File: src/mrad_consts.svh
// Address map bounds, access size codes and write buffer depth of the region decoder
`ifndef MRAD_CONSTS_SVH
`define MRAD_CONSTS_SVH
`define MRAD_CODE_BASE 32'h0000_0000
`define MRAD_SRAM_BASE 32'h2000_0000
`define MRAD_PERI_BASE 32'h4000_0000
`define MRAD_XRAM_BASE 32'h6000_0000
`define MRAD_XDEV_BASE 32'ha000_0000
`define MRAD_PRIV_BASE 32'he000_0000
`define MRAD_VEND_BASE 32'he010_0000
`define MRAD_SIZE_BYTE 2'h0
`define MRAD_SIZE_HALF 2'h1
`define MRAD_SIZE_WORD 2'h2
`define MRAD_WBUF_DEPTH 4
`endif

File: src/mrad_pkg.sv
// Types shared by the region decoder modules
package mrad_pkg;
  typedef enum logic [1:0] {
    MRAD_NORMAL = 2'h0,
    MRAD_DEVICE = 2'h1,
    MRAD_STRONG = 2'h2
  } mrad_mtype_t;
  typedef enum logic [2:0] {
    MRAD_RGN_CODE = 3'h0,
    MRAD_RGN_SRAM = 3'h1,
    MRAD_RGN_PERI = 3'h2,
    MRAD_RGN_XRAM = 3'h3,
    MRAD_RGN_XDEV = 3'h4,
    MRAD_RGN_PRIV = 3'h5,
    MRAD_RGN_VEND = 3'h6
  } mrad_region_t;
endpackage

File: src/mrad_top.sv
// Region attribute decoder between core fetch/data ports and the memory bus
// Contract
// - word, halfword and byte data accesses supported
// - data lanes are little-endian
// - fixed map decodes full 4GB space
// - Normal accesses may be reordered or speculative
// - Device keeps order with Device/Strongly-ordered
// - Strongly-ordered keeps order with everything
// - Device writes bufferable, Strongly-ordered never
// - fetch from execute-never region raises hard fault
// - 0x00000000 is executable Normal code
// - 0x20000000 is executable Normal SRAM
// - 0x60000000 is executable Normal external RAM
// - peripheral, external device, vendor are Device, no-execute
// - 0xE0000000 private region Strongly-ordered, no-execute
// - private region accepts word accesses only
// - Device/Strongly-ordered pairs observed in program order
// - pairs with Normal have no ordering promise
`timescale 1ns/1ps
`default_nettype none
`include "mrad_consts.svh"
module mrad_top
  import mrad_pkg::*;
#(
  parameter int WBUF_DEPTH = `MRAD_WBUF_DEPTH
) (
  input wire logic clock, // 20 MHz clock
  input wire logic rst_b, // Synchronous reset, active low
  // Instruction fetch side
  input wire logic if_req, // Fetch request
  input wire logic [31:0] if_addr, // Fetch address
  output logic if_gnt, // Fetch accepted (registered pulse)
  output logic if_fault, // Hard fault on execute-never fetch
  // Core data side
  input wire logic d_req, // Data request
  input wire logic d_we, // Write
  input wire logic [1:0] d_size, // 0 byte, 1 half, 2 word
  input wire logic [31:0] d_addr, // Address
  input wire logic [31:0] d_wdata, // Right aligned write data
  output logic d_ready, // Decoder can take a data request
  output logic d_done, // Access completed pulse
  output logic d_err, // Access refused pulse
  output logic [31:0] d_rdata, // Right aligned read data
  // Memory bus side
  output logic m_req, // Bus request level
  output logic m_we, // Bus write
  output logic [31:0] m_addr, // Bus address
  output logic [31:0] m_wdata, // Lane placed write data
  output logic [3:0] m_strb, // Byte lane strobes
  output logic m_fetch, // Request is instruction fetch
  input wire logic m_ack, // Bus slave done
  input wire logic [31:0] m_rdata // Bus read word
);
  // ----------------------------------------------------------------
  // Types and state
  // ----------------------------------------------------------------
  typedef enum logic [1:0] {
    MRAD_ST_IDLE = 2'h0,
    MRAD_ST_BUS = 2'h1,
    MRAD_ST_DONE = 2'h2
  } mrad_state_t;

  typedef struct packed {
    logic [WBUF_DEPTH-1:0][31:0] wb_addr;
    logic [WBUF_DEPTH-1:0][31:0] wb_data;
    logic [WBUF_DEPTH-1:0][3:0] wb_strb;
    logic [$clog2(WBUF_DEPTH+1)-1:0] wb_cnt;
    mrad_state_t st;
    logic from_wb;
    logic is_fetch;
    logic if_gnt;
    logic if_fault;
    logic d_ready;
    logic d_done;
    logic d_err;
    logic [31:0] d_rdata;
    logic [1:0] size;
    logic [1:0] addr_lo;
    logic m_req;
    logic m_we;
    logic [31:0] m_addr;
    logic [31:0] m_wdata;
    logic [3:0] m_strb;
  } mrad_reg_t;

  mrad_reg_t s_q;
  mrad_reg_t s_d;

  // ----------------------------------------------------------------
  // Decoders
  // ----------------------------------------------------------------
  mrad_region_t d_region;
  mrad_mtype_t d_mtype;
  mrad_mtype_t i_mtype;
  logic d_xn;
  logic i_xn;
  logic [31:0] lane_wdata;
  logic [3:0] lane_strb;
  logic [31:0] lane_rdata;

  // Data address decode over the whole space
  mrad_region_map u_dmap (
    .addr(d_addr),
    .region(d_region),
    .mtype(d_mtype),
    .execute_never_attr(d_xn)
  );

  // Fetch address decode
  mrad_region_map u_imap (
    .addr(if_addr),
    .region(),
    .mtype(i_mtype),
    .execute_never_attr(i_xn)
  );

  // Byte lanes
  mrad_lane_steer u_lane (
    .size(d_size),
    .addr_lo(d_addr[1:0]),
    .wdata_in(d_wdata),
    .rdata_in(m_rdata),
    .wdata_out(lane_wdata),
    .strb_out(lane_strb),
    .rdata_out(lane_rdata)
  );

  // Pick read lanes with the size captured at issue
  function automatic logic [31:0] mrad_pick(input logic [1:0] sz, input logic [1:0] lo, input logic [31:0] w);
    logic [31:0] r;
    r = w >> {lo, 3'h0};
    case (sz)
      `MRAD_SIZE_BYTE: mrad_pick = {24'h0, r[7:0]};
      `MRAD_SIZE_HALF: mrad_pick = {16'h0, r[15:0]};
      default: mrad_pick = r;
    endcase
  endfunction

  // ----------------------------------------------------------------
  // Next state
  // ----------------------------------------------------------------
  logic d_bad;
  logic wb_full;
  logic can_post;
  logic must_drain;
  logic unused_lane;

  always_comb begin
    s_d = s_q;
    s_d.if_gnt = 1'b0;
    s_d.if_fault = 1'b0;
    s_d.d_done = 1'b0;
    s_d.d_err = 1'b0;
    unused_lane = |lane_rdata;
    // Private region takes words only
    d_bad = (d_region == MRAD_RGN_PRIV) && (d_size != `MRAD_SIZE_WORD);
    wb_full = (s_q.wb_cnt == WBUF_DEPTH[$bits(s_q.wb_cnt)-1:0]);
    // Device writes may be posted
    can_post = d_we && (d_mtype == MRAD_DEVICE) && !wb_full;
    // Strongly-ordered or Device accesses, and any read, wait for posted writes
    must_drain = (s_q.wb_cnt != '0) && (d_mtype != MRAD_NORMAL || !d_we);
    case (s_q.st)
      MRAD_ST_IDLE: begin
        s_d.d_ready = 1'b1;
        // One grant per fetch request; the core drops if_req on the grant edge
        if (if_req && !s_q.if_gnt && i_xn) begin
          // No bus access for a forbidden fetch
          s_d.if_fault = 1'b1;
          s_d.if_gnt = 1'b1;
        end else if (if_req && !s_q.if_gnt && !i_xn && (s_q.wb_cnt == '0 || i_mtype == MRAD_NORMAL)) begin
          // Normal fetch may overtake posted writes
          s_d.st = MRAD_ST_BUS;
          s_d.is_fetch = 1'b1;
          s_d.from_wb = 1'b0;
          s_d.m_req = 1'b1;
          s_d.m_we = 1'b0;
          s_d.m_addr = if_addr;
          s_d.m_strb = 4'hf;
          s_d.d_ready = 1'b0;
          s_d.if_gnt = 1'b1;
        end else if (d_req && s_q.d_ready && d_bad) begin
          s_d.d_err = 1'b1;
          s_d.d_ready = 1'b0; // Request still high on the answer edge must not be taken again
        end else if (d_req && s_q.d_ready && can_post && !must_drain) begin
          // Posted Device write, completes at once
          s_d.wb_addr[s_q.wb_cnt] = d_addr;
          s_d.wb_data[s_q.wb_cnt] = lane_wdata;
          s_d.wb_strb[s_q.wb_cnt] = lane_strb;
          s_d.wb_cnt = s_q.wb_cnt + 1'b1;
          s_d.d_done = 1'b1;
          s_d.d_ready = 1'b0; // Avoid posting the same write twice
        end else if (d_req && s_q.d_ready && !must_drain && !(d_we && d_mtype == MRAD_DEVICE)) begin
          // Direct access; Strongly-ordered writes never buffered
          s_d.st = MRAD_ST_BUS;
          s_d.is_fetch = 1'b0;
          s_d.from_wb = 1'b0;
          s_d.m_req = 1'b1;
          s_d.m_we = d_we;
          s_d.m_addr = d_addr;
          s_d.m_wdata = lane_wdata;
          s_d.m_strb = lane_strb;
          s_d.size = d_size;
          s_d.addr_lo = d_addr[1:0];
          s_d.d_ready = 1'b0;
        end else if (s_q.wb_cnt != '0) begin
          // Drain oldest posted write first, in program order
          s_d.st = MRAD_ST_BUS;
          s_d.from_wb = 1'b1;
          s_d.d_ready = 1'b0;
          s_d.is_fetch = 1'b0;
          s_d.m_req = 1'b1;
          s_d.m_we = 1'b1;
          s_d.m_addr = s_q.wb_addr[0];
          s_d.m_wdata = s_q.wb_data[0];
          s_d.m_strb = s_q.wb_strb[0];
        end
      end
      MRAD_ST_BUS: begin
        if (m_ack) begin
          s_d.m_req = 1'b0;
          s_d.st = MRAD_ST_DONE;
          if (s_q.from_wb) begin
            // Shift the queue down one slot
            for (int i = 0; i < WBUF_DEPTH - 1; i++) begin
              s_d.wb_addr[i] = s_q.wb_addr[i+1];
              s_d.wb_data[i] = s_q.wb_data[i+1];
              s_d.wb_strb[i] = s_q.wb_strb[i+1];
            end
            s_d.wb_cnt = s_q.wb_cnt - 1'b1;
          end else if (!s_q.is_fetch) begin
            s_d.d_done = 1'b1;
            if (!s_q.m_we) begin
              s_d.d_rdata = mrad_pick(s_q.size, s_q.addr_lo, m_rdata);
            end
          end
        end
      end
      MRAD_ST_DONE: begin
        s_d.st = MRAD_ST_IDLE;
        s_d.d_ready = 1'b1;
      end
      default: s_d.st = MRAD_ST_IDLE;
    endcase
    if (!rst_b) begin
      s_d = '0;
    end
  end

  // ----------------------------------------------------------------
  // State register
  // ----------------------------------------------------------------
  always_ff @(posedge clock) begin
    s_q <= s_d;
  end

  // Outputs come straight from the state register
  assign if_gnt = s_q.if_gnt;
  assign if_fault = s_q.if_fault;
  assign d_ready = s_q.d_ready;
  assign d_done = s_q.d_done;
  assign d_err = s_q.d_err;
  assign d_rdata = s_q.d_rdata;
  assign m_req = s_q.m_req;
  assign m_we = s_q.m_we;
  assign m_addr = s_q.m_addr;
  assign m_wdata = s_q.m_wdata;
  assign m_strb = s_q.m_strb;
  assign m_fetch = s_q.is_fetch;
endmodule
`default_nettype wire

File: src/mrad_region_map.sv
// Combinational address to region, memory type and execute-never lookup
`timescale 1ns/1ps
`default_nettype none
`include "mrad_consts.svh"
module mrad_region_map
  import mrad_pkg::*;
(
  input wire logic [31:0] addr, // Address to decode
  output mrad_region_t region, // Region index
  output mrad_mtype_t mtype, // Memory type
  output logic execute_never_attr // Instruction fetch forbidden
);
  // Ranges checked from the top down
  always_comb begin
    if (addr >= `MRAD_VEND_BASE) begin
      region = MRAD_RGN_VEND;
    end else if (addr >= `MRAD_PRIV_BASE) begin
      region = MRAD_RGN_PRIV;
    end else if (addr >= `MRAD_XDEV_BASE) begin
      region = MRAD_RGN_XDEV;
    end else if (addr >= `MRAD_XRAM_BASE) begin
      region = MRAD_RGN_XRAM;
    end else if (addr >= `MRAD_PERI_BASE) begin
      region = MRAD_RGN_PERI;
    end else if (addr >= `MRAD_SRAM_BASE) begin
      region = MRAD_RGN_SRAM;
    end else begin
      region = MRAD_RGN_CODE;
    end
  end
  // Attributes per region
  always_comb begin
    case (region)
      MRAD_RGN_CODE, MRAD_RGN_SRAM, MRAD_RGN_XRAM: begin
        mtype = MRAD_NORMAL;
        execute_never_attr = 1'b0;
      end
      MRAD_RGN_PRIV: begin
        mtype = MRAD_STRONG;
        execute_never_attr = 1'b1;
      end
      default: begin
        mtype = MRAD_DEVICE;
        execute_never_attr = 1'b1;
      end
    endcase
  end
endmodule
`default_nettype wire

File: src/mrad_lane_steer.sv
// Little-endian byte lane steering for write data and read data
`timescale 1ns/1ps
`default_nettype none
`include "mrad_consts.svh"
module mrad_lane_steer (
  input wire logic [1:0] size, // Access size code
  input wire logic [1:0] addr_lo, // Low address bits
  input wire logic [31:0] wdata_in, // Core write data, right aligned
  input wire logic [31:0] rdata_in, // Bus read word
  output logic [31:0] wdata_out, // Write data on lanes
  output logic [3:0] strb_out, // Byte lane strobes
  output logic [31:0] rdata_out // Read data, right aligned
);
  logic [4:0] sh;
  // Least significant byte sits at the lowest byte address
  always_comb begin
    sh = {addr_lo, 3'h0};
    wdata_out = wdata_in << sh;
    rdata_out = rdata_in >> sh;
    case (size)
      `MRAD_SIZE_BYTE: begin
        strb_out = 4'h1 << addr_lo;
        rdata_out = {24'h0, rdata_out[7:0]};
      end
      `MRAD_SIZE_HALF: begin
        strb_out = 4'h3 << addr_lo;
        rdata_out = {16'h0, rdata_out[15:0]};
      end
      default: strb_out = 4'hf;
    endcase
  end
endmodule
`default_nettype wire

File: config.mk
export PLATFORM = sky130hd
export DESIGN_NAME = mrad_top
export DESIGN_NICKNAME = d
export VERILOG_FILES = /design/src/mrad_pkg.sv /design/src/mrad_top.sv /design/src/mrad_region_map.sv /design/src/mrad_lane_steer.sv
export VERILOG_INCLUDE_DIRS = /design/src /design/src/src
export SDC_FILE = /design/constraint.sdc
export NUM_CORES = 1
export LEC_CHECK = 0
export BUFFER_PORTS_ARGS = -buffer_cell sky130_fd_sc_hd__buf_2
export CAP_MARGIN = 25
export CORE_AREA = 4 4 162 203
export DETAILED_ROUTE_END_ITERATION = 8
export DIE_AREA = 0 0 166 207
export PLACE_DENSITY = 0.8
export SLEW_MARGIN = 20
export SYNTH_ARGS = -nofsm -noshare
export SYNTH_HDL_FRONTEND = slang
export SYNTH_SLANG_ARGS = --single-unit
File: constraint.sdc
create_clock -name clock -period 2.6 [get_ports clock]
set_clock_uncertainty 0.1 [all_clocks]
set_input_delay 0.13 -clock clock [delete_from_list [all_inputs] [get_ports clock]]
set_output_delay 0.13 -clock clock [all_outputs]
set_load 0.005 [all_outputs]
## Word level (Yosys, flattened, before mapping)

Cells that the tools add are included.

- Add/sub/neg operators: 2
- $lt $le $gt $ge: 14
- Equality and inequality tests: 24
- Muxes and demuxes: 71
- Bitwise gates (word level): 9
- Reductions and logical operators: 47
- Shift operators: 4

Operators by type and width:

| cell | count |
|---|---|
| two-way mux 247 bit | 2 |
| two-way mux 243 bit | 2 |
| two-way mux 96 bit | 4 |
| one-hot mux 96 bit (2 select lines) | 2 |
| bitwise mux 128 bit | 2 |
| two-way mux 70 bit | 3 |
| >= comparator 32 bit, second input constant | 6 |
| two-way mux 74 bit | 2 |
| >= comparator 32 x 31 -> 1 bit, second input constant | 4 |
| demux 32 bit (select 2 bit) | 1 |
| >= comparator 32 x 30 -> 1 bit, second input constant | 2 |
| two-way mux 32 bit | 2 |
| one-hot mux 32 bit (2 select lines) | 1 |
| two-way mux 34 bit | 1 |
| two-way mux 3 bit | 11 |
| << shifter 32 x 5 -> 32 bit | 1 |
| >> shifter 32 x 5 -> 32 bit | 1 |
| one-hot mux 15 bit (2 select lines) | 1 |
| two-way mux 4 bit | 7 |
| AND reduction 5 bit | 4 |
| two-way mux 1 bit | 18 |
| != test 2 bit, second input constant | 9 |
| AND reduction 6 bit | 3 |
| two-way mux 17 bit | 1 |
| 32 further kinds | 81 |

- Output and inout port bits: 108
- Word-level logic and storage cells: 200
- Register bits: 390
- Input port bits: 136

## Logic depth before layout (Yosys ltp)

Gate-level depths: netlist of run 1.

- Depth in word-level cells: 22
- Mapped depth: 10
- Depth with buffers taken out: 8

## By module

From an unflattened synthesis of run 1, not the netlist that was laid out.

- Cells, all modules: 2224
- Area, all modules: 20053.0 um^2

Modules (own cells, without submodules):

| module | instances | sequential area each (um^2) | area an instance (um^2) | cells an instance |
|---|---|---|---|---|
| mrad_top | 1 | 7807.5 | 18579.1 | 2024 |
| mrad_lane_steer | 1 | 0.0 | 1238.7 | 168 |
| mrad_region_map | 2 | 0.0 | 117.6 | 16 |

## Worst setup path before layout of run 1

No wires, ideal clock.

- Kind: register to register
- Start: register s_q[115] in the netlist's numbering
- End: register s_q[122] in the netlist's numbering
- Data required time: 2.366 ns
- Setup time: 0.134 ns
- Path buffers: 2
- Setup slack: 0.271 ns
- Period minus slack after synthesis: 2.329 ns
- Arrival time: 2.095 ns
- Cell stages (with the launch flop): 10
- Path through: dfxtp_1 -> inv_1 -> ha_1 -> and4b_1 -> nand3_1 -> or3_4 -> a21oi_4 -> buf_2 -> buf_2 -> a211oi_1

- Word-level cells in the longest chain between the ends: 10
- Elaborated cells between the ends (all ways): 25
- Those cells by class: 2 x order compare; 3 x eq/ne; 8 x mux; 12 x reduce/logical

Ends and longest elaborated chain:

| element | RTL line | text |
|---|---|---|
| start: declaration | mrad_top.sv:86 | `mrad_reg_t s_q;` |
| start signal: assignment | mrad_top.sv:253 | `s_q <= s_d;` |
| >= comparator 3 x 1 -> 1 bit (not written as such) or < comparator 3 bit (tied branches) | mrad_top.sv:188 | `s_d.wb_strb[s_q.wb_cnt] = lane_strb;` |
| logical AND 1 bit (not written as such) | mrad_top.sv:188 |  |
| two-way mux 4 bit (not written as such) | mrad_top.sv:188 |  |
| demux 4 bit (select 2 bit) | mrad_top.sv:188 |  |
| bitwise mux 16 bit | mrad_top.sv:188 |  |
| two-way mux 243 bit | mrad_top.sv:184 | `end else if (d_req && s_q.d_ready && can_post && !must_drain) begin` |
| two-way mux 247 bit | mrad_top.sv:181 | `end else if (d_req && s_q.d_ready && d_bad) begin` |
| two-way mux 243 bit | mrad_top.sv:170 | `end else if (if_req && !s_q.if_gnt && !i_xn && (s_q.wb_cnt == '0 \|\| i_mtype == MRAD_NORMAL)) begin` |
| two-way mux 247 bit | mrad_top.sv:166 | `if (if_req && !s_q.if_gnt && i_xn) begin` |
| one-hot mux 15 bit (2 select lines) | mrad_top.sv:162 | `case (s_q.st)` |

Several ways; a longest one is shown, not always the timed one. The select of a mux whose other input is x is not followed.
A chain may end at the register's enable or synchronous reset.

## Final worst setup path of run 1

- Start: register s_q[116] in the netlist's numbering
- End: register s_q[197] in the netlist's numbering

- Word-level cells in the longest chain between the ends: 10
- Elaborated cells between the ends (all ways): 25
- Those cells by class: 2 x order compare; 3 x eq/ne; 8 x mux; 12 x reduce/logical

Ends and longest elaborated chain:

| element | RTL line | text |
|---|---|---|
| >= comparator 3 x 1 -> 1 bit (not written as such) or < comparator 3 bit (tied branches) | mrad_top.sv:187 | `s_d.wb_data[s_q.wb_cnt] = lane_wdata;` |
| logical AND 1 bit (not written as such) | mrad_top.sv:187 |  |
| two-way mux 32 bit (not written as such) | mrad_top.sv:187 |  |
| demux 32 bit (select 2 bit) | mrad_top.sv:187 |  |
| bitwise mux 128 bit | mrad_top.sv:187 |  |
| two-way mux 243 bit | mrad_top.sv:184 |  |
| two-way mux 247 bit | mrad_top.sv:181 |  |
| two-way mux 243 bit | mrad_top.sv:170 |  |
| two-way mux 247 bit | mrad_top.sv:166 |  |
| one-hot mux 96 bit (2 select lines) | mrad_top.sv:162 |  |

Several ways; a longest one is shown, not always the timed one. The select of a mux whose other input is x is not followed.

==> run_results.csv, run 1 <==
group,metric,value,unit
clock_network,clk_pin_slew,0.06,ns
yosys,yosys.cell_count.top_type,"dfxtp_1",
power_and_ir_drop,switching_power,3.989,mW
worst_setup_path,worstPathRequired,2.94,ns
yosys,ys_top_cells_by_area,"dfxtp_1 (44%), a22oi_1 (10%), a211oi_1 (7.8%), a21oi_1 (6.1%), nor2_1 (4.6%)",
worst_setup_path,critPathLaunch,"s_q[116]$_SDFFE_PN0P_",
layout,seq_area,7807,sq um
layout,area_delta_synth_final,20.32,%
global_route,grt_max_degree,173,
yosys,ys.warnings.count,0,
yosys,synth_common_cells,"dfxtp_1 (390), a22oi_1 (243), a21oi_1 (217), nor2_1 (217), a211oi_1 (186)",
layout,multi_input_area,8508,sq um
yosys,synth-edff-count,0,
worst_setup_path,slowest_stage,"or3_4",
worst_setup_path,path_max_fanout,25,
floorplanning,start_util,57.66,%
clock_network,clkSinkCount,390,
outcome,status,"finished, final reports clean",
yosys,ys_ff_latch,390,
yosys,synth_area_leader_cell,"dfxtp_1",
power_and_ir_drop,internal-power,10.64,mW
global_route,grt_pass1_vias,16170,
yosys,synthFlopType,"dfxtp_1",
yosys,avgSynthCellArea,8.464,sq um
hold_path,min_from,"d_wdata[5]",
route,route.detailed.drc,0,
placement,post-dp-hpwl,31.93,mm
clock_network,clk_latency,0.54,ns
yosys,synth_top_area_share,43.82,%
yosys,ys_seq_area_share,43.82,%
worst_setup_path,crit_top_cell,"buf_12",
clock_network,clk_path_buf_depth,3,
floorplanning,rows,72,
layout,drive_gt1_share,18.95,%
sta,slew_headroom,42.26,%
sta,hold_viol_final,0,
worst_setup_path,startpoint_type,"flop",
clock_network,cts-buffers-inserted,39,
sta,tightest_slew,0.8660,ns
placement,gp_congestion,0.8802,
power_and_ir_drop,p_seq_share,44.4,%
route,first_pass_iters,8,
power_and_ir_drop,leakage,7.565,nW
power_and_ir_drop,switching_share,27.27,%
clock_network,htreeDepth,2,
layout,diodes,0,
layout,fin_util,69.38,%
route,ant_nets,0,
clock_network,root_buffer,"clkbuf_16",
worst_setup_path,crit_type,"flop to flop",
global_route,antenna_found_initial,0,
route,dr_total_vias,16910,
floorplanning,die_y,207,microns
worst_setup_path,arrival,2.85,ns
worst_setup_path,end_kind,"flop",
sta,fmax,398.3,MHz
floorplanning,dieArea,34360,sq um
power_and_ir_drop,vdd_drop_max,449.6,uV
power_and_ir_drop,power_density,682.2,nW/um^2
yosys,syn_inst,2105,
global_route,grt_overflow,0,
route,viasPerCell,6.257,
floorplanning,core,30900,sq um
floorplanning,die_x,166,microns
yosys,mappedNetlistArea,17820,sq um
power_and_ir_drop,p_clk_share,39.8,%
sta,period_needed,2.511,ns
sta,drv_slew,0,
job,maxCapViolations,0,
layout,final_nets,2406,
yosys,syn-num-nets,2247,
clock_network,cts_tree,"built",
worst_setup_path,worstPathCellList,"inv_2 > ha_4 > and4b_2 > nand3_1 > or3_4 > a21oi_4 > buf_12 > buf_12 > nor2_1 > a211oi_1",
floorplanning,io_pins,244,
route,avgRoutedWirePerCell,19.50,microns
route,drt_wl_total,52.68,mm
global_route,track_usage,28.78,%
route,drt_iter0_drc,1792,
sta,setup_viol,0,
sta,post-route-period-util,96.56,%
worst_setup_path,r2r-start,"s_q[116]$_SDFFE_PN0P_",
sta,fin_tns_setup,0,ns
placement,port_buffers,243,
worst_setup_path,cp_slowest_stage_delay,0.44,ns
worst_setup_path,critPathBufInv,3,
power_and_ir_drop,p_comb_share,15.8,%
hold_path,min_path_type,"input port to flop",
yosys,yosysUniqueCellTypes,56,
yosys,synthArstFlopShare,0,%
worst_setup_path,path_delay_family,"simple AND/OR/NAND/NOR gates",
layout,nFillCells,2280,
global_route,grt_pass1_wl,84.09,mm
-- final cells by class --
cell class | instances | area share, %
clock inverters | 18 | 0.8871
clock buffers | 54 | 5.334
repair buffers | 425 | 15.16
flip-flops and latches | 390 | 36.42
well taps | 407 | 2.375
multi-input cells | 1402 | 39.69
inverters | 6 | 0.1401
-- metal layers --
metal | share of wire (%) | wire length, microns | track usage (%)
met1 | 40 | 20980 | 36.16
met2 | 49 | 25580 | 49.07
met3 | 7.5 | 3927 | 3.928
met4 | 4.2 | 2190 | 13.40
met5 | 0 | 0 | 0
-- state kept, by name, indices dropped and copies added (netlist names) --
register and flops:
d_done 1, d_err 1, d_rdata 32, d_ready 1
if_fault 1, if_gnt 1, m_addr 32, m_fetch 1
m_req 1, m_strb 4, m_wdata 32, m_we 1
s_q 282
-- timing repair --
item | in CTS | in global routing
gates resized for setup | 0 | 21
setup endpoints to repair | 0 | 187
hold buffers | 95 | 0
hold endpoints to repair | 185 | 0
setup buffers | 0 | 2
-- kinds of logic after synthesis --
logic type      share of synthesized area (%)
fa+ha+maj                              0.4213
compound gates                          30.61
buf+inv                                 9.192
xor+xnor                              0.04917
simple gates                            12.11
mux                                     3.792
flops                                   43.82
-- layout by cell type (no fill, tap or decap), types with 10 or more instances in the layout --
master / count
nor2_1: 215
a211oi_1: 177
dfxtp_1: 390
a22o_1: 31
nand3_1: 12
a21oi_1: 217
clkinv_2: 10
o21ai_0: 124
nor3_1: 15
a22oi_1: 243
buf_4: 54
nor2b_1: 22
clkbuf_16: 42
nand2_1: 177
and2_1: 11
nand2b_1: 14
dlygate4sd3_1: 95
mux2i_1: 66
buf_12: 28
buf_2: 243
-- path summary, 6_finish.rpt --
kind	endpoint	cells past startpoint	slack, ns
setup / recovery	s_q[197]$_SDFFE_PN0P_	10	0.09
hold / removal	s_q[235]$_SDFFE_PN0P_	4	0.03
setup reg to reg	s_q[197]$_SDFFE_PN0P_	10	0.09
hold reg to reg	s_q[363]$_SDFFE_PN0P_	2	0.35
-- metrics by stage --
step / cells / setup slack (ns) / area (sq um) / hold slack [ns] / total power [mW]
after floorplan: 2105 / 0.2710 / 17820 / 0.1705 / 8.052
after global placement: 2531 / 0.1154 / 18990 / 0.3190 / 8.670
after detailed placement: 2531 / 0.02798 / 18990 / 0.3288 / 8.727
after CTS: 2698 / 0.009237 / 21280 / 0.002513 / 14.60
after global routing: 2702 / -0.02192 / 21440 / 0.03379 / 15.14
final: 2702 / 0.08933 / 21440 / 0.02847 / 14.62
-- worst register-to-register path: stages, from the launching register on --
cell and delay, ns:
dfxtp_1 0.34, inv_2 0.10, ha_4 0.15, and4b_2 0.28, nand3_1 0.12, or3_4 0.44
a21oi_4 0.20, buf_12 0.19, buf_12 0.17, nor2_1 0.08, a211oi_1 0.25
-- power by group through the flow --
stage          logic, mW  clock network (mW)  registers (mW)
6_report            2.31                5.81            6.50
5_1_grt             2.50                6.12            6.53
4_1_cts             2.24                5.87            6.49
3_5_place_dp        2.11                   0            6.62
3_3_place_gp        2.07                   0            6.60
2_1_floorplan       1.48                   0            6.57
(Power assumes the default switching activity.)
==> run 2, diff against run 1 <==
- CORE_AREA: 4 4 162 203 -> 4 4 166 209
- DIE_AREA: 0 0 166 207 -> 0 0 170 213
- PLACE_DENSITY: 0.8 -> 0.76
==> run_results.csv, run 2 (same netlist as run 1, synthesis figures left out) <==
group,metric,value,unit
outcome,status,"finished, final reports clean",
worst_setup_path,worstPathCellList,"inv_2 > ha_4 > and4b_1 > nand3_1 > buf_4 > nor4_2 > buf_4 > a21oi_4 > buf_12 > buf_4 > clkbuf_16 > a211oi_1",
worst_setup_path,cp_slowest_stage_delay,0.35,ns
global_route,track_usage,27.84,%
global_route,grt_pass1_vias,16020,
floorplanning,die_y,213,microns
worst_setup_path,r2r_end,"s_q[350]$_SDFFE_PN0P_",
placement,placedCellCount,2529,
sta,drv_slew,0,
worst_setup_path,r2r-start,"s_q[115]$_SDFFE_PN0P_",
layout,drive_gt1_share,18.29,%
route,first_pass_iters,6,
floorplanning,start_util,54.82,%
floorplanning,dieArea,36210,sq um
route,dr_total_vias,16770,
worst_setup_path,arrival,2.84,ns
layout,largest_reg_flops,282,
placement,post-dp-hpwl,32.00,mm
sta,rsz0062_at_grt,"yes",
hold_path,min_path_type,"input port to flop",
floorplanning,io_pins,244,
layout,area_delta_synth_final,19.77,%
route,drt_iter0_drc,1714,
global_route,grt_overflow,0,
placement,gp_congestion,0.8887,
sta,tightest_slew,0.6728,ns
worst_setup_path,worstSetupEndpoint,"s_q[350]$_SDFFE_PN0P_",
route,drt_wl_total,53.71,mm
worst_setup_path,path_max_fanout,20,
route,viasPerCell,6.200,
worst_setup_path,critPathBufInv,6,
worst_setup_path,crit_top_cell,"buf_4",
power_and_ir_drop,vdd_drop_max,587.9,uV
sta,setup_viol,0,
clock_network,clkSinkCount,390,
sta,fin_tns_setup,0,ns
power_and_ir_drop,power_density,678.4,nW/um^2
global_route,grt_max_degree,147,
clock_network,root_buffer,"clkbuf_16",
sta,post-route-period-util,96.23,%
sta,hold_viol_final,0,
route,ant_nets,0,
worst_setup_path,worstPathRequired,2.94,ns
worst_setup_path,slowest_stage,"dfxtp_1",
layout,final_cells,2705,
route,avgRoutedWirePerCell,19.86,microns
floorplanning,rows,74,
worst_setup_path,startpoint_type,"flop",
clock_network,clk_latency,0.55,ns
layout,final_common_cell,"dfxtp_1",
global_route,grt_pass1_wl,83.67,mm
clock_network,cts-buffers-inserted,39,
route,route.detailed.drc,0,
job,maxCapViolations,0,
clock_network,clk_pin_slew,0.06,ns
worst_setup_path,ff2ff_path_depth,12,
clock_network,clk_path_buf_depth,3,
clock_network,cts_tree,"built",
global_route,antenna_found_initial,2,
floorplanning,core,32500,sq um
clock_network,htreeDepth,2,
layout,final_nets,2399,
layout,largest_register,"s_q",
placement,port_buffers,243,
worst_setup_path,cp_num_cells,12,
floorplanning,die_x,170,microns
worst_setup_path,end_kind,"flop",
worst_setup_path,rrSetupSlack,0.1,ns
sta,slew_headroom,54.76,%
sta,period_needed,2.502,ns
worst_setup_path,critPathLaunch,"s_q[115]$_SDFFE_PN0P_",
worst_setup_path,path_delay_family,"buffers and inverters",
layout,final_cell_mix,"dfxtp_1 (390), a22oi_1 (243), buf_2 (243)",
sta,fmax,399.7,MHz
power_and_ir_drop,leakage,7.506,nW
sta,holdWs,0.01668,ns
worst_setup_path,crit_type,"flop to flop",
run 2: cell types whose count changed in the layout (fill, tap and decap cells not counted), moves of 3 or more:
cell      change
a211oi_1      +3
a211oi_2      -3
buf_4         -9
clkbuf_1      +3
clkinv_2      -3
nor4_2        +3
run 2: worst min path at each step:
stage | startpoint | end | slack, ns | cells after the start
CTS | m_rdata[10] | d_rdata[2]$_SDFFE_PN0P_ | 0.002 | 5
global route | d_wdata[4] | s_q[234]$_SDFFE_PN0P_ | 0.04 | 4
floorplan | d_addr[2] | s_q[360]$_SDFFE_PN0P_ | 0.17 | 2
global placement | if_addr[28] | m_addr[28]$_SDFFE_PN0P_ | 0.31 | 3
detailed placement | m_rdata[29] | d_rdata[29]$_SDFFE_PN0P_ | 0.33 | 3
finish | m_rdata[10] | d_rdata[2]$_SDFFE_PN0P_ | 0.02 | 5
run 2: per-stage QoR:
stage | setup slack (ns) | power [mW] | instance area (sq um) | util (%)
detailed placement | 0.03689 | 8.703 | 18850 | 58.00
CTS | 0.005070 | 14.46 | 21150 | 65.08
global route | -0.02424 | 15.01 | 21340 | 65.66
finish | 0.09806 | 14.48 | 21340 | 65.66
floorplan | 0.2710 | 8.052 | 17820 | -
global placement | 0.1388 | 8.658 | 18850 | 58.00
run 2: worst reg2reg max path, delay by kind of cell, from the launching register on:
kind | cells | cell delay [ns]
AO/OA/AOI/OAI | 2 | 0.27
adder cells (fa/ha/maj) | 1 | 0.16
AND/OR/NAND/NOR | 3 | 0.58
flip-flops | 1 | 0.35
buffers and inverters | 6 | 0.94
run 2: what timing repair did:
| action | 4_1_cts | 5_1_grt |
|---|---|---|
| buffers inserted | 0 | 4 |
| setup endpoints to repair | 2 | 147 |
| gates cloned | 1 | 3 |
| gates resized for setup | 2 | 12 |
| endpoints found under the hold margin | 186 | 0 |
| pin swaps | 1 | 2 |
| hold buffers | 97 | 0 |
run 2: final cells by class:
class / instances / area (sq um)
fillers: 2617 / 11160
multi-input cells: 1402 / 8488
flip-flops and latches: 390 / 7807
repair buffers: 418 / 3196
clock buffers: 58 / 1180
well taps: 418 / 523.0
clock inverters: 12 / 112.6
inverters: 6 / 30.03
diodes: 1 / 2.502
run 2: power breakdown:
| part | switching, mW | internal [mW] | leakage [nW] |
|---|---|---|---|
| Sequential | 0.186 | 6.31 | 3.16 |
| Combinational | 1.39 | 0.911 | 3.71 |
| Clock | 2.41 | 3.27 | 0.641 |
run 2: metal layers:
metal | GRT usage [%] | up-vias | part of all wire, %
li1 | - | 7866 | -
met1 | 34.96 | 8067 | 41
met2 | 48.61 | 710 | 49
met3 | 3.926 | 126 | 6.1
met4 | 10.58 | 2 | 3.5
met5 | 0 | - | 0.022
